--- config.mk ---
export PLATFORM = sky130hd
export DESIGN_NAME = serial_channel_events_dma
export DESIGN_NICKNAME = d
export VERILOG_FILES = /design/src/include/chan_pkg.sv /design/src/include/rx_queue_if.sv /design/src/rtl/rx_hold_pair.sv /design/src/rtl/sample_tick_gen.sv /design/src/rtl/serial_channel_events_dma.sv
export VERILOG_INCLUDE_DIRS = /design/src /design/src/include
export SDC_FILE = /design/constraint.sdc
export NUM_CORES = 1
export LEC_CHECK = 0
export ABC_AREA = 1
export BUFFER_PORTS_ARGS = -buffer_cell sky130_fd_sc_hd__buf_2
export CAP_MARGIN = 40
export CORE_ASPECT_RATIO = 1.2
export CORE_MARGIN = 1
export CORE_UTILIZATION = 55
export DETAILED_ROUTE_END_ITERATION = 7
export GPL_TIMING_DRIVEN = 0
export HOLD_SLACK_MARGIN = 0.08
export PLACE_DENSITY = 0.82
export SETUP_SLACK_MARGIN = 0.1
export SYNTH_ARGS = -nofsm -noshare
export SYNTH_HDL_FRONTEND = slang
export SYNTH_SLANG_ARGS = --single-unit
export TNS_END_PERCENT = 10
--- constraint.sdc ---
create_clock -name clk -period 3.3 [get_ports clk]
set_input_delay 0.33 -clock clk [delete_from_list [all_inputs] [get_ports clk]]
set_output_delay 0.33 -clock clk [all_outputs]
set_load 0.005 [all_outputs]
--- src/include/chan_defs.svh ---
`ifndef CHAN_DEFS_SVH
`define CHAN_DEFS_SVH

// ==========================================================
// Widths and receive queue depth
`define CH_DATA_W 16
`define CH_STS_W 18
`define CH_BUF_STS_W 9
`define CH_RX_DEPTH 2

// ==========================================================
// Reset values
`define CH_LEN_RST 4'h8
`define CH_BSTS_RST 9'h001

// ==========================================================
// Protocol status bit positions
`define CH_TXB_BIT 1
`define CH_TXD_BIT 2
`define CH_RXB_BIT 3
`define CH_RXD_BIT 4
`define CH_UART_FRM_BIT 6
`define CH_UART_BRK_BIT 7

// ==========================================================
// Buffer status bit positions
`define CH_RXEMPTY_BIT 0
`define CH_RXFULL_BIT 1
`define CH_OVR_BIT 3
`define CH_TXEMPTY_BIT 8

// ==========================================================
// Protocol-specific flag groups
`define CH_UART_LO_MASK 18'h00FE0
`define CH_UART_HI_MASK 18'h30000
`define CH_SPI_MASK 18'h00360
`define CH_I2C_MASK 18'h03F20
`define CH_SPI_B0 5
`define CH_SPI_B1 6
`define CH_SPI_B2 8
`define CH_SPI_B3 9
`define CH_I2C_B0 5
`define CH_I2C_HI_BASE 7

// ==========================================================
// Protocol interrupt enable bit positions
`define CH_PIE_UART_LO 1
`define CH_PIE_UART_HI 2

`endif

--- src/include/chan_pkg.sv ---
package chan_pkg;

	typedef enum logic [2:0] {
		MODE_OFF = 3'h0,
		MODE_SPI = 3'h1,
		MODE_UART = 3'h2,
		MODE_I2C = 3'h4
	} mode_t;

	typedef enum logic [1:0] {
		LN_IDLE = 2'h0,
		LN_START = 2'h1,
		LN_DATA = 2'h2,
		LN_STOP = 2'h3
	} line_state_t;

endpackage : chan_pkg

--- src/include/rx_queue_if.sv ---
`timescale 1ns/1ns
`default_nettype none
`include "chan_defs.svh"

interface rx_queue_if #(parameter int DATA_W = `CH_DATA_W);
	logic flush;
	logic push;
	logic [DATA_W-1:0] push_data;
	logic push_err;
	logic pop;
	logic [DATA_W-1:0] head_data;
	logic head_err;
	logic empty;
	logic full;

	modport owner (output flush, push, push_data, push_err, pop,
		input head_data, head_err, empty, full);
	modport store (input flush, push, push_data, push_err, pop,
		output head_data, head_err, empty, full);
endinterface : rx_queue_if

`default_nettype wire

--- src/rtl/rx_hold_pair.sv ---
`timescale 1ns/1ns
`default_nettype none
`include "chan_defs.svh"

module rx_hold_pair #(
	parameter int DATA_W = `CH_DATA_W,
	parameter int DEPTH = `CH_RX_DEPTH
) (
	input wire logic clk,
	input wire logic rst_n,
	rx_queue_if.store q
);
	localparam int PW = (DEPTH > 1) ? $clog2(DEPTH) : 1;

	logic [DATA_W-1:0] mem_r [DEPTH];
	logic err_r [DEPTH];
	logic [PW-1:0] wr_r;
	logic [PW-1:0] wr_nxt;
	logic [PW-1:0] rd_r;
	logic [PW-1:0] rd_nxt;
	logic [PW:0] cnt_r;
	logic [PW:0] cnt_nxt;
	logic do_push;
	logic do_pop;

	// ==========================================================
	// Oldest word always at the head
	assign q.empty = (cnt_r == '0);
	assign q.full = (cnt_r == (PW+1)'(DEPTH));
	assign q.head_data = mem_r[rd_r];
	assign q.head_err = err_r[rd_r];
	assign do_push = q.push && !q.full;
	assign do_pop = q.pop && !q.empty;

	always_comb begin
		wr_nxt = wr_r;
		rd_nxt = rd_r;
		cnt_nxt = cnt_r;
		if (q.flush) begin
			wr_nxt = '0;
			rd_nxt = '0;
			cnt_nxt = '0;
		end else begin
			if (do_push) begin
				wr_nxt = (wr_r == PW'(DEPTH - 1)) ? '0 : wr_r + PW'(1);
			end
			if (do_pop) begin
				rd_nxt = (rd_r == PW'(DEPTH - 1)) ? '0 : rd_r + PW'(1);
			end
			cnt_nxt = cnt_r + (PW+1)'(do_push) - (PW+1)'(do_pop);
		end
	end

	always_ff @(posedge clk) begin
		if (!rst_n) begin
			wr_r <= '0;
			rd_r <= '0;
			cnt_r <= '0;
		end else begin
			wr_r <= wr_nxt;
			rd_r <= rd_nxt;
			cnt_r <= cnt_nxt;
		end
	end

	// Storage needs no reset; count guards every pop, but head_data is read even when empty
	always_ff @(posedge clk) begin
		if (do_push && !q.flush) begin
			mem_r[wr_r] <= q.push_data;
			err_r[wr_r] <= q.push_err;
		end
	end
endmodule : rx_hold_pair

`default_nettype wire

--- src/rtl/sample_tick_gen.sv ---
`timescale 1ns/1ns
`default_nettype none
`include "chan_defs.svh"

module sample_tick_gen (
	input wire logic clk,
	input wire logic rst_n,
	input wire logic en,
	input wire logic [1:0] sample_prediv,
	output logic tick
);
	logic [1:0] cnt_r;
	logic [1:0] cnt_nxt;
	logic tick_r;
	logic tick_nxt;

	// ==========================================================
	// Pre-divider: one pulse every sample_prediv+1 clocks
	always_comb begin
		cnt_nxt = cnt_r;
		tick_nxt = 1'b0;
		if (!en) begin
			cnt_nxt = 2'h0;
		end else if (cnt_r >= sample_prediv) begin
			cnt_nxt = 2'h0;
			tick_nxt = 1'b1;
		end else begin
			cnt_nxt = cnt_r + 2'h1;
		end
	end

	always_ff @(posedge clk) begin
		if (!rst_n) begin
			cnt_r <= 2'h0;
			tick_r <= 1'b0;
		end else begin
			cnt_r <= cnt_nxt;
			tick_r <= tick_nxt;
		end
	end

	assign tick = tick_r;
endmodule : sample_tick_gen

`default_nettype wire

--- src/rtl/serial_channel_events_dma.sv ---
`timescale 1ns/1ns
`default_nettype none
`include "chan_defs.svh"

module serial_channel_events_dma import chan_pkg::*; #(
	parameter int DATA_W = `CH_DATA_W
) (
	input wire logic clk,
	input wire logic rst_n,
	input wire logic [2:0] function_select,
	input wire logic protocol_enable,
	input wire logic tx_begin_irq_en,
	input wire logic tx_done_irq_en,
	input wire logic rx_begin_irq_en,
	input wire logic rx_done_irq_en,
	input wire logic [6:0] protocol_irq_enable_reg,
	input wire logic rx_overrun_irq_en,
	input wire logic dma_master_en,
	input wire logic dma_tx_req_en,
	input wire logic dma_rx_req_en,
	input wire logic [1:0] sample_prediv,
	input wire logic [4:0] sample_count,
	input wire logic [3:0] word_len,
	input wire logic lsb_first,
	input wire logic auto_flow_en,
	input wire logic wake_data_en,
	input wire logic wake_cts_en,
	input wire logic tx_wr,
	input wire logic [DATA_W-1:0] tx_wdata,
	input wire logic rx_rd,
	input wire logic [`CH_STS_W-1:0] status_clear,
	input wire logic overrun_clear,
	input wire logic [`CH_STS_W-1:0] proto_event_set,
	input wire logic data_pin_0,
	input wire logic control_pin_0,
	output logic data_pin_1,
	output logic [`CH_STS_W-1:0] protocol_status_reg,
	output logic [`CH_BUF_STS_W-1:0] buffer_status_reg,
	output logic [DATA_W-1:0] rx_data_reg,
	output logic irq_tx_begin,
	output logic irq_tx_done,
	output logic irq_rx_begin,
	output logic irq_rx_done,
	output logic irq_protocol,
	output logic dma_tx_req,
	output logic dma_rx_req,
	output logic wake_req
);
	// ==========================================================
	// Shared helpers
	function automatic logic [DATA_W-1:0] order_bits(input logic [DATA_W-1:0] raw,
			input logic [3:0] len, input logic lsb);
		logic [DATA_W-1:0] o;
		o = '0;
		for (int i = 0; i < DATA_W; i++) begin
			if (i < int'(len)) begin
				o[i] = lsb ? raw[i] : raw[int'(len) - 1 - i];
			end
		end
		return o;
	endfunction : order_bits

	mode_t mode;
	logic chan_on;
	logic uart_on;
	logic tick;
	logic [4:0] half_pt;
	logic clear_to_send_n;

	assign mode = mode_t'(function_select);
	assign chan_on = (mode != MODE_OFF);
	assign uart_on = (mode == MODE_UART) && protocol_enable;
	assign half_pt = sample_count >> 1;
	assign clear_to_send_n = control_pin_0;

	sample_tick_gen u_tick (
		.clk(clk),
		.rst_n(rst_n),
		.en(chan_on),
		.sample_prediv(sample_prediv),
		.tick(tick)
	);

	rx_queue_if #(.DATA_W(DATA_W)) rxq ();

	rx_hold_pair #(.DATA_W(DATA_W), .DEPTH(`CH_RX_DEPTH)) u_rxq (
		.clk(clk),
		.rst_n(rst_n),
		.q(rxq)
	);

	// ==========================================================
	// Transmitter: one holding buffer feeding the shifter
	line_state_t tx_st_r, tx_st_nxt;
	logic tx_buf_v_r, tx_buf_v_nxt;
	logic [DATA_W-1:0] tx_buf_r, tx_buf_nxt;
	logic [DATA_W-1:0] tx_sh_r, tx_sh_nxt;
	logic [4:0] tx_smp_r, tx_smp_nxt;
	logic [3:0] tx_idx_r, tx_idx_nxt;
	logic [3:0] tx_len_r, tx_len_nxt;
	logic tx_lsb_r, tx_lsb_nxt;
	logic tx_pin_r, tx_pin_nxt;
	logic tx_begin_ev, tx_done_ev;
	logic tx_bit_end;

	assign tx_bit_end = tick && (tx_smp_r == sample_count);

	always_comb begin
		tx_st_nxt = tx_st_r;
		tx_buf_v_nxt = tx_buf_v_r;
		tx_buf_nxt = tx_buf_r;
		tx_sh_nxt = tx_sh_r;
		tx_smp_nxt = tx_smp_r;
		tx_idx_nxt = tx_idx_r;
		tx_len_nxt = tx_len_r;
		tx_lsb_nxt = tx_lsb_r;
		tx_begin_ev = 1'b0;
		tx_done_ev = 1'b0;
		if (tick) begin
			tx_smp_nxt = tx_bit_end ? 5'h00 : tx_smp_r + 5'h01;
		end
		unique case (tx_st_r)
			LN_IDLE: begin
				tx_len_nxt = word_len;
				tx_lsb_nxt = lsb_first;
				tx_smp_nxt = 5'h00;
				if (uart_on && tx_buf_v_r && (!auto_flow_en || !clear_to_send_n)) begin
					tx_sh_nxt = order_bits(tx_buf_r, tx_len_r, tx_lsb_r);
					tx_buf_v_nxt = 1'b0;
					tx_begin_ev = 1'b1;
					tx_st_nxt = LN_START;
				end
			end
			LN_START: begin
				if (tx_bit_end) begin
					tx_idx_nxt = 4'h0;
					tx_st_nxt = LN_DATA;
				end
			end
			LN_DATA: begin
				if (tx_bit_end) begin
					tx_idx_nxt = tx_idx_r + 4'h1;
					if (tx_idx_r == tx_len_r - 4'h1) begin
						tx_st_nxt = LN_STOP;
					end
				end
			end
			LN_STOP: begin
				if (tx_bit_end) begin
					tx_done_ev = 1'b1;
					tx_len_nxt = word_len;
					tx_lsb_nxt = lsb_first;
					tx_st_nxt = LN_IDLE;
				end
			end
		endcase
		// A write landing with the load refills the single buffer
		if (tx_wr) begin
			tx_buf_nxt = tx_wdata;
			tx_buf_v_nxt = 1'b1;
		end
		unique case (tx_st_nxt)
			LN_START: tx_pin_nxt = 1'b0;
			LN_DATA: tx_pin_nxt = tx_sh_nxt[tx_idx_nxt];
			default: tx_pin_nxt = 1'b1;
		endcase
		if (!uart_on) begin
			tx_st_nxt = LN_IDLE;
			tx_pin_nxt = 1'b1;
		end
		if (!chan_on) begin
			tx_buf_v_nxt = 1'b0;
		end
	end

	always_ff @(posedge clk) begin
		if (!rst_n) begin
			tx_st_r <= LN_IDLE;
			tx_buf_v_r <= 1'b0;
			tx_buf_r <= '0;
			tx_sh_r <= '0;
			tx_smp_r <= 5'h00;
			tx_idx_r <= 4'h0;
			tx_len_r <= `CH_LEN_RST;
			tx_lsb_r <= 1'b1;
			tx_pin_r <= 1'b1;
		end else begin
			tx_st_r <= tx_st_nxt;
			tx_buf_v_r <= tx_buf_v_nxt;
			tx_buf_r <= tx_buf_nxt;
			tx_sh_r <= tx_sh_nxt;
			tx_smp_r <= tx_smp_nxt;
			tx_idx_r <= tx_idx_nxt;
			tx_len_r <= tx_len_nxt;
			tx_lsb_r <= tx_lsb_nxt;
			tx_pin_r <= tx_pin_nxt;
		end
	end

	// ==========================================================
	// Receiver: independent of the transmitter, own bit timing
	line_state_t rx_st_r, rx_st_nxt;
	logic [DATA_W-1:0] rx_sh_r, rx_sh_nxt;
	logic [4:0] rx_smp_r, rx_smp_nxt;
	logic [3:0] rx_idx_r, rx_idx_nxt;
	logic [3:0] rx_len_r, rx_len_nxt;
	logic rx_lsb_r, rx_lsb_nxt;
	logic rx_prev_r, cts_prev_r;
	logic rx_begin_ev, rx_word_ev, rx_frm_ev, rx_brk_ev, rx_fall;
	logic rx_mid, rx_end;

	assign rx_mid = tick && (rx_smp_r == half_pt);
	assign rx_end = tick && (rx_smp_r == sample_count);
	assign rx_fall = rx_prev_r && !data_pin_0;

	always_comb begin
		rx_st_nxt = rx_st_r;
		rx_sh_nxt = rx_sh_r;
		rx_smp_nxt = rx_smp_r;
		rx_idx_nxt = rx_idx_r;
		rx_len_nxt = rx_len_r;
		rx_lsb_nxt = rx_lsb_r;
		rx_begin_ev = 1'b0;
		rx_word_ev = 1'b0;
		rx_frm_ev = 1'b0;
		rx_brk_ev = 1'b0;
		if (tick) begin
			rx_smp_nxt = rx_end ? 5'h00 : rx_smp_r + 5'h01;
		end
		unique case (rx_st_r)
			LN_IDLE: begin
				rx_smp_nxt = 5'h00;
				if (uart_on && rx_fall) begin
					rx_len_nxt = word_len;
					rx_lsb_nxt = lsb_first;
					rx_sh_nxt = '0;
					rx_st_nxt = LN_START;
				end
			end
			LN_START: begin
				if (rx_mid) begin
					if (data_pin_0) begin
						rx_st_nxt = LN_IDLE;
					end else begin
						rx_begin_ev = 1'b1;
					end
				end
				if (rx_end) begin
					rx_idx_nxt = 4'h0;
					rx_st_nxt = LN_DATA;
				end
			end
			LN_DATA: begin
				if (rx_mid) begin
					rx_sh_nxt[rx_idx_r] = data_pin_0;
				end
				if (rx_end) begin
					rx_idx_nxt = rx_idx_r + 4'h1;
					if (rx_idx_r == rx_len_r - 4'h1) begin
						rx_st_nxt = LN_STOP;
					end
				end
			end
			LN_STOP: begin
				// Word is taken at mid stop so a new start may follow at once
				if (rx_mid) begin
					rx_word_ev = 1'b1;
					rx_frm_ev = !data_pin_0;
					rx_brk_ev = !data_pin_0 && (rx_sh_r == '0);
					rx_st_nxt = LN_IDLE;
				end
			end
		endcase
		if (!uart_on) begin
			rx_st_nxt = LN_IDLE;
		end
	end

	always_ff @(posedge clk) begin
		if (!rst_n) begin
			rx_st_r <= LN_IDLE;
			rx_sh_r <= '0;
			rx_smp_r <= 5'h00;
			rx_idx_r <= 4'h0;
			rx_len_r <= `CH_LEN_RST;
			rx_lsb_r <= 1'b1;
			rx_prev_r <= 1'b1;
			cts_prev_r <= 1'b1;
		end else begin
			rx_st_r <= rx_st_nxt;
			rx_sh_r <= rx_sh_nxt;
			rx_smp_r <= rx_smp_nxt;
			rx_idx_r <= rx_idx_nxt;
			rx_len_r <= rx_len_nxt;
			rx_lsb_r <= rx_lsb_nxt;
			rx_prev_r <= data_pin_0;
			cts_prev_r <= clear_to_send_n;
		end
	end

	logic rx_store;
	logic rx_drop;

	assign rx_store = rx_word_ev && !rxq.full;
	assign rx_drop = rx_word_ev && rxq.full;
	assign rxq.flush = !chan_on;
	assign rxq.push = rx_store;
	assign rxq.push_data = order_bits(rx_sh_r, rx_len_r, rx_lsb_r);
	assign rxq.push_err = rx_frm_ev;
	assign rxq.pop = rx_rd;

	// ==========================================================
	// Event flags, interrupts, DMA and wake-up
	logic [`CH_STS_W-1:0] sts_r, sts_nxt, sts_set, grp_mask;
	logic ovr_r, ovr_nxt;
	logic [4:0] irq_nxt;
	logic [4:0] irq_r;
	logic dma_tx_nxt, dma_rx_nxt, dma_tx_r, dma_rx_r;
	logic wake_nxt, wake_r;
	logic [DATA_W-1:0] rx_out_r;
	logic [`CH_BUF_STS_W-1:0] bsts_r, bsts_nxt;

	always_comb begin
		unique case (mode)
			MODE_UART: grp_mask = `CH_UART_LO_MASK | `CH_UART_HI_MASK;
			MODE_SPI: grp_mask = `CH_SPI_MASK;
			MODE_I2C: grp_mask = `CH_I2C_MASK;
			default: grp_mask = '0;
		endcase
		sts_set = proto_event_set & grp_mask;
		sts_set[`CH_TXB_BIT] = tx_begin_ev;
		sts_set[`CH_TXD_BIT] = tx_done_ev;
		sts_set[`CH_RXB_BIT] = rx_begin_ev;
		sts_set[`CH_RXD_BIT] = rx_store;
		sts_set[`CH_UART_FRM_BIT] = sts_set[`CH_UART_FRM_BIT] | rx_frm_ev;
		sts_set[`CH_UART_BRK_BIT] = sts_set[`CH_UART_BRK_BIT] | rx_brk_ev;
		// Set wins over a clear in the same cycle
		sts_nxt = (sts_r & ~status_clear) | sts_set;
		ovr_nxt = (ovr_r & !overrun_clear) | rx_drop;
		if (!chan_on) begin
			sts_nxt = '0;
			ovr_nxt = 1'b0;
		end
		irq_nxt[0] = sts_r[`CH_TXB_BIT] && tx_begin_irq_en;
		irq_nxt[1] = sts_r[`CH_TXD_BIT] && tx_done_irq_en;
		irq_nxt[2] = sts_r[`CH_RXB_BIT] && rx_begin_irq_en;
		irq_nxt[3] = sts_r[`CH_RXD_BIT] && rx_done_irq_en;
		irq_nxt[4] = ovr_r && rx_overrun_irq_en;
		unique case (mode)
			MODE_UART: begin
				irq_nxt[4] |= protocol_irq_enable_reg[`CH_PIE_UART_LO]
					&& |(sts_r & `CH_UART_LO_MASK);
				irq_nxt[4] |= protocol_irq_enable_reg[`CH_PIE_UART_HI]
					&& |(sts_r & `CH_UART_HI_MASK);
			end
			MODE_SPI: begin
				irq_nxt[4] |= protocol_irq_enable_reg[0] && sts_r[`CH_SPI_B0];
				irq_nxt[4] |= protocol_irq_enable_reg[1] && sts_r[`CH_SPI_B1];
				irq_nxt[4] |= protocol_irq_enable_reg[2] && sts_r[`CH_SPI_B2];
				irq_nxt[4] |= protocol_irq_enable_reg[3] && sts_r[`CH_SPI_B3];
			end
			MODE_I2C: begin
				irq_nxt[4] |= protocol_irq_enable_reg[0] && sts_r[`CH_I2C_B0];
				for (int i = 1; i < 7; i++) begin
					irq_nxt[4] |= protocol_irq_enable_reg[i] && sts_r[`CH_I2C_HI_BASE + i];
				end
			end
			default: begin
			end
		endcase
		dma_tx_nxt = chan_on && dma_master_en && dma_tx_req_en && !tx_buf_v_r;
		// Errored head word stalls the request until software reads it
		dma_rx_nxt = chan_on && dma_master_en && dma_rx_req_en && !rxq.empty
			&& !(uart_on && rxq.head_err);
		wake_nxt = uart_on && ((wake_data_en && rx_st_r == LN_IDLE && rx_fall)
			|| (wake_cts_en && (clear_to_send_n != cts_prev_r)));
		bsts_nxt = '0;
		bsts_nxt[`CH_RXEMPTY_BIT] = rxq.empty;
		bsts_nxt[`CH_RXFULL_BIT] = rxq.full;
		bsts_nxt[`CH_OVR_BIT] = ovr_r;
		bsts_nxt[`CH_TXEMPTY_BIT] = !tx_buf_v_r;
	end

	always_ff @(posedge clk) begin
		if (!rst_n) begin
			sts_r <= '0;
			ovr_r <= 1'b0;
			irq_r <= 5'h00;
			dma_tx_r <= 1'b0;
			dma_rx_r <= 1'b0;
			wake_r <= 1'b0;
			rx_out_r <= '0;
			bsts_r <= `CH_BSTS_RST;
		end else begin
			sts_r <= sts_nxt;
			ovr_r <= ovr_nxt;
			irq_r <= irq_nxt;
			dma_tx_r <= dma_tx_nxt;
			dma_rx_r <= dma_rx_nxt;
			wake_r <= wake_nxt;
			rx_out_r <= rxq.head_data;
			bsts_r <= bsts_nxt;
		end
	end

	assign data_pin_1 = tx_pin_r;
	assign protocol_status_reg = sts_r;
	assign buffer_status_reg = bsts_r;
	assign rx_data_reg = rx_out_r;
	assign irq_tx_begin = irq_r[0];
	assign irq_tx_done = irq_r[1];
	assign irq_rx_begin = irq_r[2];
	assign irq_rx_done = irq_r[3];
	assign irq_protocol = irq_r[4];
	assign dma_tx_req = dma_tx_r;
	assign dma_rx_req = dma_rx_r;
	assign wake_req = wake_r;
endmodule : serial_channel_events_dma

`default_nettype wire

# Word-level counts from Yosys, hierarchy flattened
# Memory sizes are Yosys's and may differ from the RTL's. A register that Yosys moved wholly into a read port is not among the register bits.
# Index checks and enable logic that the tools add are counted.
# word_totals
register_bits	143
ramBits	32
input_bits	93
out_inout_bits	52
word_cells	476
mem_count	2
# memory_table
memory	words	width	read_ports	rd_ports_with_merged_regs	write_ports	line_no	source
u_rxq.mem_r	2	15	1	1	1	rx_hold_pair.sv:15	logic [DATA_W-1:0] mem_r [DEPTH];
u_rxq.err_r	2	1	1	1	1	rx_hold_pair.sv:16	logic err_r [DEPTH];
# classes
n_addsub	41
order_cmp	64
eq_ne	27
muxes	212
n_bitwise	22
n_reduce_logical	77
# ops
cell	n
32-bit by 6-bit less-than comparator with 1-bit output (second input constant)	26
1-bit 2-to-1 mux	146
1-bit binary-select mux with 4-bit select	31
5-bit by 5-bit subtractor with 6-bit output (second input constant)	14
16-bit 2-to-1 mux	4
4-bit less-than comparator (first input constant)	14
18-bit one-hot mux with 3 select lines	1
5-bit by 4-bit subtractor with 6-bit output (second input constant)	8
1-bit logical AND	43
18-bit AND	2
3-bit by 4-bit less-than comparator with 1-bit output (first input constant)	8
16-bit one-hot mux with 2 select lines	1
2-bit 2-to-1 mux	12
4-bit one-hot mux with 2 select lines	3
5-bit by 3-bit subtractor with 6-bit output (second input constant)	4
4-bit 2-to-1 mux	5
18-bit inverter	1
18-bit bitwise OR	1
16-bit bitwise mux	1
16-bit zero test	1
1-bit by 4-bit less-than comparator with 1-bit output (first input constant)	4
2-bit by 4-bit less-than comparator with 1-bit output (first input constant)	4
2-bit one-hot mux with 4 select lines	2
1-bit bitwise OR	15
42 further kinds	92

# Longest topological paths before layout
# Gate-level depths: netlist of run 1.
# depth
ltp_word	12
ltp_mapped	23
ltp_nobuf	21

# Hierarchy
# From an unflattened synthesis of run 1, not the netlist that was laid out.
# unflattened
hier_cells	1481
hier_area_um2	10284.9
# modules_own_cells
mod	n_inst	cells_each	area_each_um2	seq_area_each_um2
serial_channel_events_dma	1	1369	8599.5	2622.5
rx_hold_pair	1	92	1537.7	1121.1
sample_tick_gen	1	20	147.6	60.1

# Worst setup path before layout of run 1
# No wires, ideal clock.
# synth_timing
path_type	register to register
startpoint	register rx_len_r[0]
endpoint	memory u_rxq.mem_r[0][10] (netlist name) (data pin)
setup_time_ps	258
t_arrival_ps	2460
required_time_ps	3042
setup_slack_ps	582
path_stages_with_launch	13
path_buffers	3
period_less_slack_ps	2718
path_cell_list	dfxtp_1 > inv_2 > buf_2 > buf_6 > ha_1 > inv_1 > buf_2 > ha_1 > nand2_1 > o21ai_0 > mux2_2 > o21ai_0 > inv_1
# synth_via
elab_chain_len	7
elab_cells_between_ends	8
classes_between	2 x add/sub; 1 x order compare; 5 x mux
# synth_lines
item	line_no	source
start: declaration	serial_channel_events_dma.sv:206	logic [3:0] rx_len_r, rx_len_nxt;
start signal: assignment	serial_channel_events_dma.sv:285	rx_len_r <= `CH_LEN_RST;
start signal: assignment	serial_channel_events_dma.sv:294	rx_len_r <= rx_len_nxt;
4-bit by 1-bit subtractor with 5-bit output	serial_channel_events_dma.sv:57	o[i] = lsb ? raw[i] : raw[int'(len) - 1 - i];
5-bit by 5-bit subtractor with 6-bit output	serial_channel_events_dma.sv:57	
1-bit binary-select mux with 4-bit select	serial_channel_events_dma.sv:57	
1-bit 2-to-1 mux (implied by the code) (2 in a row)	serial_channel_events_dma.sv:57	
1-bit 2-to-1 mux	serial_channel_events_dma.sv:57	
1-bit 2-to-1 mux (*)	serial_channel_events_dma.sv:56	if (i < int'(len)) begin
via rxq.push_data[10]	rx_queue_if.sv:8	logic [DATA_W-1:0] push_data;
end: declaration	rx_hold_pair.sv:15	
# The timed path passes the listed nets; every way through them passes the cells marked *. The select of a mux whose other input is x is not followed.

# Worst setup path in the final report of run 1
# Same ends and word-level chain as after synthesis.

==> results of run 1 <==
==> layer usage <==
metal / part of all wire, % / wire (um) / track usage [%]
met4: 5.8 / 1730 / 21.8
met3: 5.9 / 1770 / 5.61
met1: 39 / 11500 / 36.1
met5: 0 / 0 / 0
met2: 50 / 14800 / 57.3
==> area by class of cell <==
| type | instances | area (um2) |
|---|---|---|
| fill | 1556 | 6030 |
| tap | 220 | 275 |
| inverter | 172 | 648 |
| clock inverter | 15 | 191 |
| multi-input combinational | 1040 | 5310 |
| sequential | 170 | 3720 |
| antenna | 1 | 2.50 |
| clock buffer | 17 | 425 |
| buffer | 54 | 325 |
| timing repair buffer | 136 | 703 |
==> through the flow <==
stage                     TNS (ns)  std cells  util [%]
after CTS                        0       1824      65.7
final                            0       1825      65.8
after global placement       -6.21       1786      61.8
after detailed placement    -0.281       1789      62.0
after global routing             0       1824      65.8
after floorplan                  0       1436         -
==> power by group through the flow <==
stage / clock network [uW] / registers [uW] / logic [uW]
detailed placement: 0 / 2220 / 682
global route: 2150 / 2180 / 783
floorplan: 0 / 2210 / 471
finish: 2050 / 2180 / 702
global placement: 0 / 2220 / 667
CTS: 2060 / 2180 / 691
==> synthesized netlist by cell type (2+ instances only) <==
library cell / instances / share of area, %
a211oi_1: 14 / 1.1
a21oi_1: 82 / 4.1
a21oi_2: 2 / 0.18
a221oi_1: 2 / 0.18
a22oi_1: 3 / 0.23
a311oi_1: 3 / 0.26
a31oi_1: 3 / 0.19
buf_1: 2 / 0.075
buf_2: 11 / 0.55
buf_4: 9 / 0.68
buf_6: 10 / 1.1
clkbuf_1: 22 / 0.83
dfxtp_1: 138 / 28
edfxtp_1: 32 / 9.6
ha_1: 43 / 5.4
inv_1: 156 / 5.9
inv_2: 14 / 0.53
mux2i_1: 6 / 0.60
nand2_1: 389 / 15
nand2_2: 12 / 0.75
nand2_4: 4 / 0.45
nand3_1: 108 / 5.4
nand3_2: 3 / 0.30
nand4_1: 8 / 0.50
nor2_1: 144 / 5.4
nor2_2: 3 / 0.19
nor3_1: 12 / 0.60
nor3b_1: 3 / 0.23
nor4_1: 2 / 0.13
o2111a_1: 2 / 0.23
o2111ai_1: 3 / 0.26
o211ai_1: 9 / 0.68
o21a_1: 3 / 0.23
o21ai_0: 100 / 5.0
o21ai_1: 11 / 0.55
o21bai_1: 2 / 0.15
o221ai_1: 2 / 0.18
o22ai_1: 14 / 0.88
o41ai_1: 2 / 0.18
or2_2: 8 / 0.50
xnor2_1: 7 / 0.62
xor2_1: 11 / 0.97
==> kinds of logic (layout without fill, tap and decap cells) <==
group / after synthesis / after routing / synth area share (%)
AOI/OAI and AO/OA: 266 / 266 / 15.5
xor gates and xnor gates: 19 / 19 / 1.75
adders and majority gates: 43 / 43 / 5.40
buffers and inverters: 226 / 394 / 9.77
DFF: 170 / 170 / 37.4
muxes: 7 / 7 / 0.716
other: 1 / 7 / 0.0376
and+or+nand+nor: 699 / 699 / 29.4
==> worst max-delay path, stage by stage, from the launching register on <==
cell	delay [ns]
dfxtp_2	0.43
inv_2	0.08
buf_2	0.19
buf_6	0.17
ha_4	0.16
inv_1	0.09
nor2_1	0.06
nor2_1	0.13
buf_2	0.27
ha_1	0.22
xor2_1	0.25
mux2_2	0.37
o21ai_1	0.20
inv_1	0.08
==> repair_timing <==
item	4_1_cts	5_1_grt
setup endpoints to repair	14	9
gates resized for setup	3	2
hold buffers	3	0
endpoints found under the hold margin	3	0
==> worst max-delay path by stage <==
stage / from / to / slack [ns] / cells past startpoint
final: rx_len_r[0] / u_rxq.mem_r[0][10] / 0.33 / 13
after floorplan: rx_len_r[0] / u_rxq.mem_r[0][10] / 0.58 / 12
after global routing: tx_len_r[0] / data_pin_1 / 0.04 / 22
after detailed placement: rx_len_r[0] / u_rxq.mem_r[0][10] / -0.14 / 12
after global placement: u_tick.tick / u_rxq.mem_r[1][10] / -0.38 / 7
after CTS: rx_len_r[0] / u_rxq.mem_r[0][10] / 0.20 / 12
==> placed cells by master, fill, tap and decap left out, drive strengths merged, types with 6 or more instances in the layout <==
| cell | n |
|---|---|
| a211oi | 15 |
| xnor2 | 8 |
| mux2i | 6 |
| inv | 179 |
| nand4 | 8 |
| nor2 | 148 |
| dfxtp | 138 |
| o21ai | 112 |
| clkbuf | 39 |
| or2 | 8 |
| ha | 43 |
| buf | 165 |
| clkinv | 8 |
| o211ai | 9 |
| nand2 | 405 |
| xor2 | 11 |
| conb | 6 |
| o22ai | 14 |
| nor3 | 12 |
| nand3 | 111 |
| edfxtp | 32 |
| a21oi | 85 |
==> results.sh, run 1 <==
export IMPL_worst_slack_ns=0.325
export IMPL_min_from="tx_done_irq_en"
export IMPL_grtUsageTotal_pct=32.4
export IMPL_drv_cap=0
export IMPL_criticalPathCategory="reg -> reg"
export IMPL_start_util_pct=56.5
export IMPL_whs_path_depth=3
export IMPL_rows=53
export IMPL_synthDistinctLibCells=59
export IMPL_grt_pass1_wl_mm=47.0
export IMPL_power_density_nw_per_um2=425
export IMPL_dieArea_um2=18700
export IMPL_path_max_fanout=12
export IMPL_synthFlopType="dfxtp_1"
export IMPL_preCtsSetupSlack_ns=-0.141
export IMPL_pwr_share_seq_pct=44.2
export IMPL_largest_reg_flops=30
export IMPL_max_clock_path_buffers=2
export IMPL_syn_avg_cell_area_um2=6.96
export IMPL_post_cts_buffers=0
export IMPL_hp_class="in -> reg"
export IMPL_reg2reg_to="u_rxq.mem_r[0][10]"
export IMPL_htree_levels=4
export IMPL_cp_start_kind="register"
export IMPL_cts_root_buf="clkbuf_16"
export IMPL_timing_hold_ws_ns=0.101
export IMPL_p_leak_uw=0.00532
export IMPL_drc=12
export IMPL_grt_max_degree=21
export IMPL_r2r_setup_slack_ns=0.33
export IMPL_die_h_um=149
export IMPL_grt_pass1_vias=9625
export IMPL_drtAntennaViolNets=0
export IMPL_power_total_uw=4930
export IMPL_dp_hpwl_mm=23.2
export IMPL_fin_crit_ns=2.97
export IMPL_first_pass_iters=7
export IMPL_clk_pin_slew_ns=0.08
export IMPL_io_buffers=130
export IMPL_drive_gt1_share_pct=15.8
export IMPL_skew_ns=0.0121
export IMPL_p_clk_share_pct=41.6
export IMPL_setup_viol=0
export IMPL_layout_worst_path_cycle_share_pct=90.1
export IMPL_power_frac_comb_pct=14.2
export IMPL_holdPathEnd="irq_r[1]"
export IMPL_ys_seq_elements=170
export IMPL_synth_area_um2=9960
export IMPL_required_ns=3.49
export IMPL_endpoint_kind="register"
export IMPL_synth_edff_count=32
export IMPL_slew_headroom_pct=45.6
export IMPL_syn_to_final_growth_pct=16.5
export IMPL_synth_seq_area_share_pct=37.4
export IMPL_rsz0062_at_grt="true"
export IMPL_ios=145
export IMPL_drtIter0Drc=782
export IMPL_gp_congestion=0.995
export IMPL_vias_per_cell=5.55
export IMPL_die_x_um=125
export IMPL_fin_area_um2=11600
export IMPL_dpl_cell_area_um2=10900
export IMPL_r2r_start="rx_len_r[0]"
export IMPL_fin_nets=1727
export IMPL_fmax_mhz=336
export IMPL_grt_ovfl_total=0
export IMPL_ys_warn_count=0
export IMPL_vias=10123
export IMPL_status="finished with violations"
export IMPL_ir_drop_mv=0.343
export IMPL_violations="DRC"
export IMPL_core_area_um2=17600
export IMPL_wirelength_mm=29.8
export IMPL_synthCells=1431
export IMPL_antenna_found_initial=1
export IMPL_final_hold_viol_count=0
export IMPL_drv_slew=0
export IMPL_p_int_uw=3430
export IMPL_cts_sinks=170
export IMPL_crit_arrival_ns=3.17
export IMPL_r2r_cells=13
export IMPL_cts_tree="done"
export IMPL_ys_async_sr_fraction_pct=0
export IMPL_switching_power_uw=1500
export IMPL_insertion_delay_ns=0.44
export IMPL_switching_share_pct=30.5
export IMPL_numCtsBuffers=17
export IMPL_post_drt_wl_per_cell_um=16.3
export IMPL_tightestPinTransition_ns=0.812
(Power assumes the default switching activity.)
==> run 2: changes to the inputs <==
--- a/config.mk
+++ b/config.mk
@@ -13,3 +13,3 @@
 export CORE_MARGIN = 1
-export CORE_UTILIZATION = 55
+export CORE_UTILIZATION = 49
 export DETAILED_ROUTE_END_ITERATION = 7
@@ -17,3 +17,3 @@
 export HOLD_SLACK_MARGIN = 0.08
-export PLACE_DENSITY = 0.82
+export PLACE_DENSITY = 0.75
 export SETUP_SLACK_MARGIN = 0.1
==> constraint.sdc (replaced) <==
create_clock -name clk -period 3.3 [get_ports clk]
set_input_delay 0.66 -clock clk [delete_from_list [all_inputs] [get_ports clk]]
set_output_delay 0.66 -clock clk [all_outputs]
set_load 0.005 [all_outputs]
==> run 2 against run 1 <==
  * The flow now finishes without violations
  * Sequential power about the same
  * Cell count grew 2.0%
  * Global-route usage shrank 4.1 points
  * Register-to-register slack got worse by 0.10 ns
  * Non-clock buffer count down 4
  * Utilization decreased by 7.1 points
  * Critical path depth unchanged
  * Total power down 0.21%
  * Cell area about the same
  * Routed wire length down 2.4%
  * Setup slack got worse by 0.10 ns
  * Critical path type unchanged
  * Critical endpoint is now u_rxq.mem_r[0][11]
  * Largest cell class unchanged
  * Highest routed layer is now met5
==> results.sh, run 2 (synthesized netlist as in run 1, its figures left out) <==
export IMPL_rsz0062_at_grt="true"
export IMPL_io_buffers=130
export IMPL_drive_gt1_share_pct=15.8
export IMPL_fmax_mhz=325
export IMPL_first_pass_iters=5
export IMPL_power_total_uw=4920
export IMPL_r2r_start="rx_len_r[0]"
export IMPL_grt_max_degree=19
export IMPL_cp_slowest_stage_delay_ns=0.47
export IMPL_drtAntennaViolNets=0
export IMPL_setup_viol=0
export IMPL_power_frac_comb_pct=14.1
export IMPL_cp_startpoint="rx_len_r[0]"
export IMPL_gp_congestion=0.961
export IMPL_largest_reg_flops=30
export IMPL_required_ns=3.57
export IMPL_pwr_share_seq_pct=44.2
export IMPL_cts_root_buf="clkbuf_16"
export IMPL_vias=9898
export IMPL_skew_ns=0.00976
export IMPL_tightestPinTransition_ns=0.675
export IMPL_p_leak_uw=0.00529
export IMPL_antenna_found_initial=2
export IMPL_dieArea_um2=20900
export IMPL_post_drt_wl_per_cell_um=15.6
export IMPL_cp_start_kind="register"
export IMPL_switching_power_uw=1440
export IMPL_grt_pass1_wl_mm=45.8
export IMPL_post_cts_buffers=0
export IMPL_final_cell_mix="nand2_1 (389), inv_1 (156), nor2_1 (144)"
export IMPL_drv_slew=0
export IMPL_numCtsBuffers=17
export IMPL_dp_hpwl_mm=22.6
export IMPL_cts_sinks=170
export IMPL_whs_path_depth=2
export IMPL_grtUsageTotal_pct=28.3
export IMPL_drv_cap=0
export IMPL_layout_commonest_cell="nand2_1"
export IMPL_r2r_cells=13
export IMPL_switching_share_pct=29.3
export IMPL_min_from="status_clear[0]"
export IMPL_ios=145
export IMPL_crit_arrival_ns=3.35
export IMPL_drtIter0Drc=748
export IMPL_rows=56
export IMPL_seq_area_um2=3720
export IMPL_cts_resized=2
export IMPL_path_max_fanout=12
export IMPL_p_int_uw=3480
export IMPL_core_area_um2=19800
export IMPL_vias_per_cell=5.32
export IMPL_slew_headroom_pct=54.8
export IMPL_power_density_nw_per_um2=424
export IMPL_endpoint_kind="register"
export IMPL_hp_class="in -> reg"
export IMPL_fin_nets=1723
export IMPL_cts_tree="done"
export IMPL_grt_ovfl_total=0
export IMPL_p_clk_share_pct=41.7
export IMPL_status="finished clean"
export IMPL_wirelength_mm=29.1
export IMPL_start_util_pct=50.4
export IMPL_htree_levels=4
export IMPL_clk_pin_slew_ns=0.07
export IMPL_crit_chain="inv_2 -> buf_2 -> buf_6 -> ha_2 -> inv_1 -> buf_2 -> ha_1 -> a21oi_1 -> xor2_1 -> inv_1 -> o21ai_1 -> o22ai_1 -> nor2_1"
export IMPL_crit_slowest_cell="ha_2"
export IMPL_insertion_delay_ns=0.44
export IMPL_die_h_um=158
export IMPL_max_clock_path_buffers=2
export IMPL_hold_buffers=0
export IMPL_syn_to_final_growth_pct=16.4
export IMPL_criticalPathCategory="reg -> reg"
export IMPL_ir_drop_mv=0.368
export IMPL_final_hold_viol_count=0
export IMPL_die_x_um=132
export IMPL_utilization_pct=58.7
export IMPL_grt_pass1_vias=9049
export IMPL_drc=0
export IMPL_fillers=1928
export IMPL_multi_input_area_um2=5310
export IMPL_layout_worst_path_cycle_share_pct=93.2
export IMPL_fin_crit_ns=3.07
-- run 2: cell count changes in the layout (fill, tap and decap cells not counted), sizes merged --
cell / previous run / this run
dlygate4sd3: 3 / 0
buf: 165 / 164
clkinv: 8 / 6
bufinv: 0 / 1
inv: 179 / 180
-- run 2: metrics by stage --
step           std cells  hold WS (ns)  setup TNS [ns]  area (um2)  worst slack [ns]
6_report            1862         0.372               0       11600             0.225
5_1_grt             1862         0.355               0       11600            0.0952
4_1_cts             1861         0.359               0       11600            0.0668
3_5_place_dp        1829         0.448          -0.249       11000           -0.0936
3_3_place_gp        1827         0.438          -14.73       11000            -0.712
2_1_floorplan       1436         0.426               0        9980             0.377
-- run 2: layer usage --
layer  track usage (%)  up-vias  share of wire, %
met1              32.7     4463                40
met4              15.0        2               5.1
met2              50.4      357                49
li1                  -     4978                 -
met3              4.84       98               5.5
met5                 0        -             0.045
-- run 2: cell type report --
cell class              instances  share of cell area (%)
multi-input cells            1040                    45.7
flip-flops and latches        170                    32.1
repair buffers                132                    5.77
inverters                     172                    5.59
clock buffers                  17                    3.67
well taps                     261                    2.81
plain buffers                  54                    2.80
clock inverters                15                    1.50
diodes                          1                  0.0216
-- run 2: critical path, delay by kind of cell (launching register included) --
family / cells / cell delay (ns)
buf+inv: 6 / 0.89
fa+ha+maj: 2 / 0.68
flops: 1 / 0.43
compound gates: 3 / 0.41
xor+xnor: 1 / 0.31
simple gates: 1 / 0.18
-- run 2: power by group through the flow --
stage                     clock network [uW]  registers, uW  logic, uW
final                                   2050           2180        693
after global routing                    2160           2180        778
after CTS                               2070           2170        682
after detailed placement                   0           2220        679
after global placement                     0           2220        666
after floorplan                            0           2210        471
-- run 2: path summary, 6_finish.rpt --
check                                end  slack (ns)
hold reg to reg                 irq_r[3]        0.46
setup / recovery      u_rxq.mem_r[0][11]        0.23
hold / removal    protocol_status_reg[0]        0.37
setup reg to reg      u_rxq.mem_r[0][11]        0.23
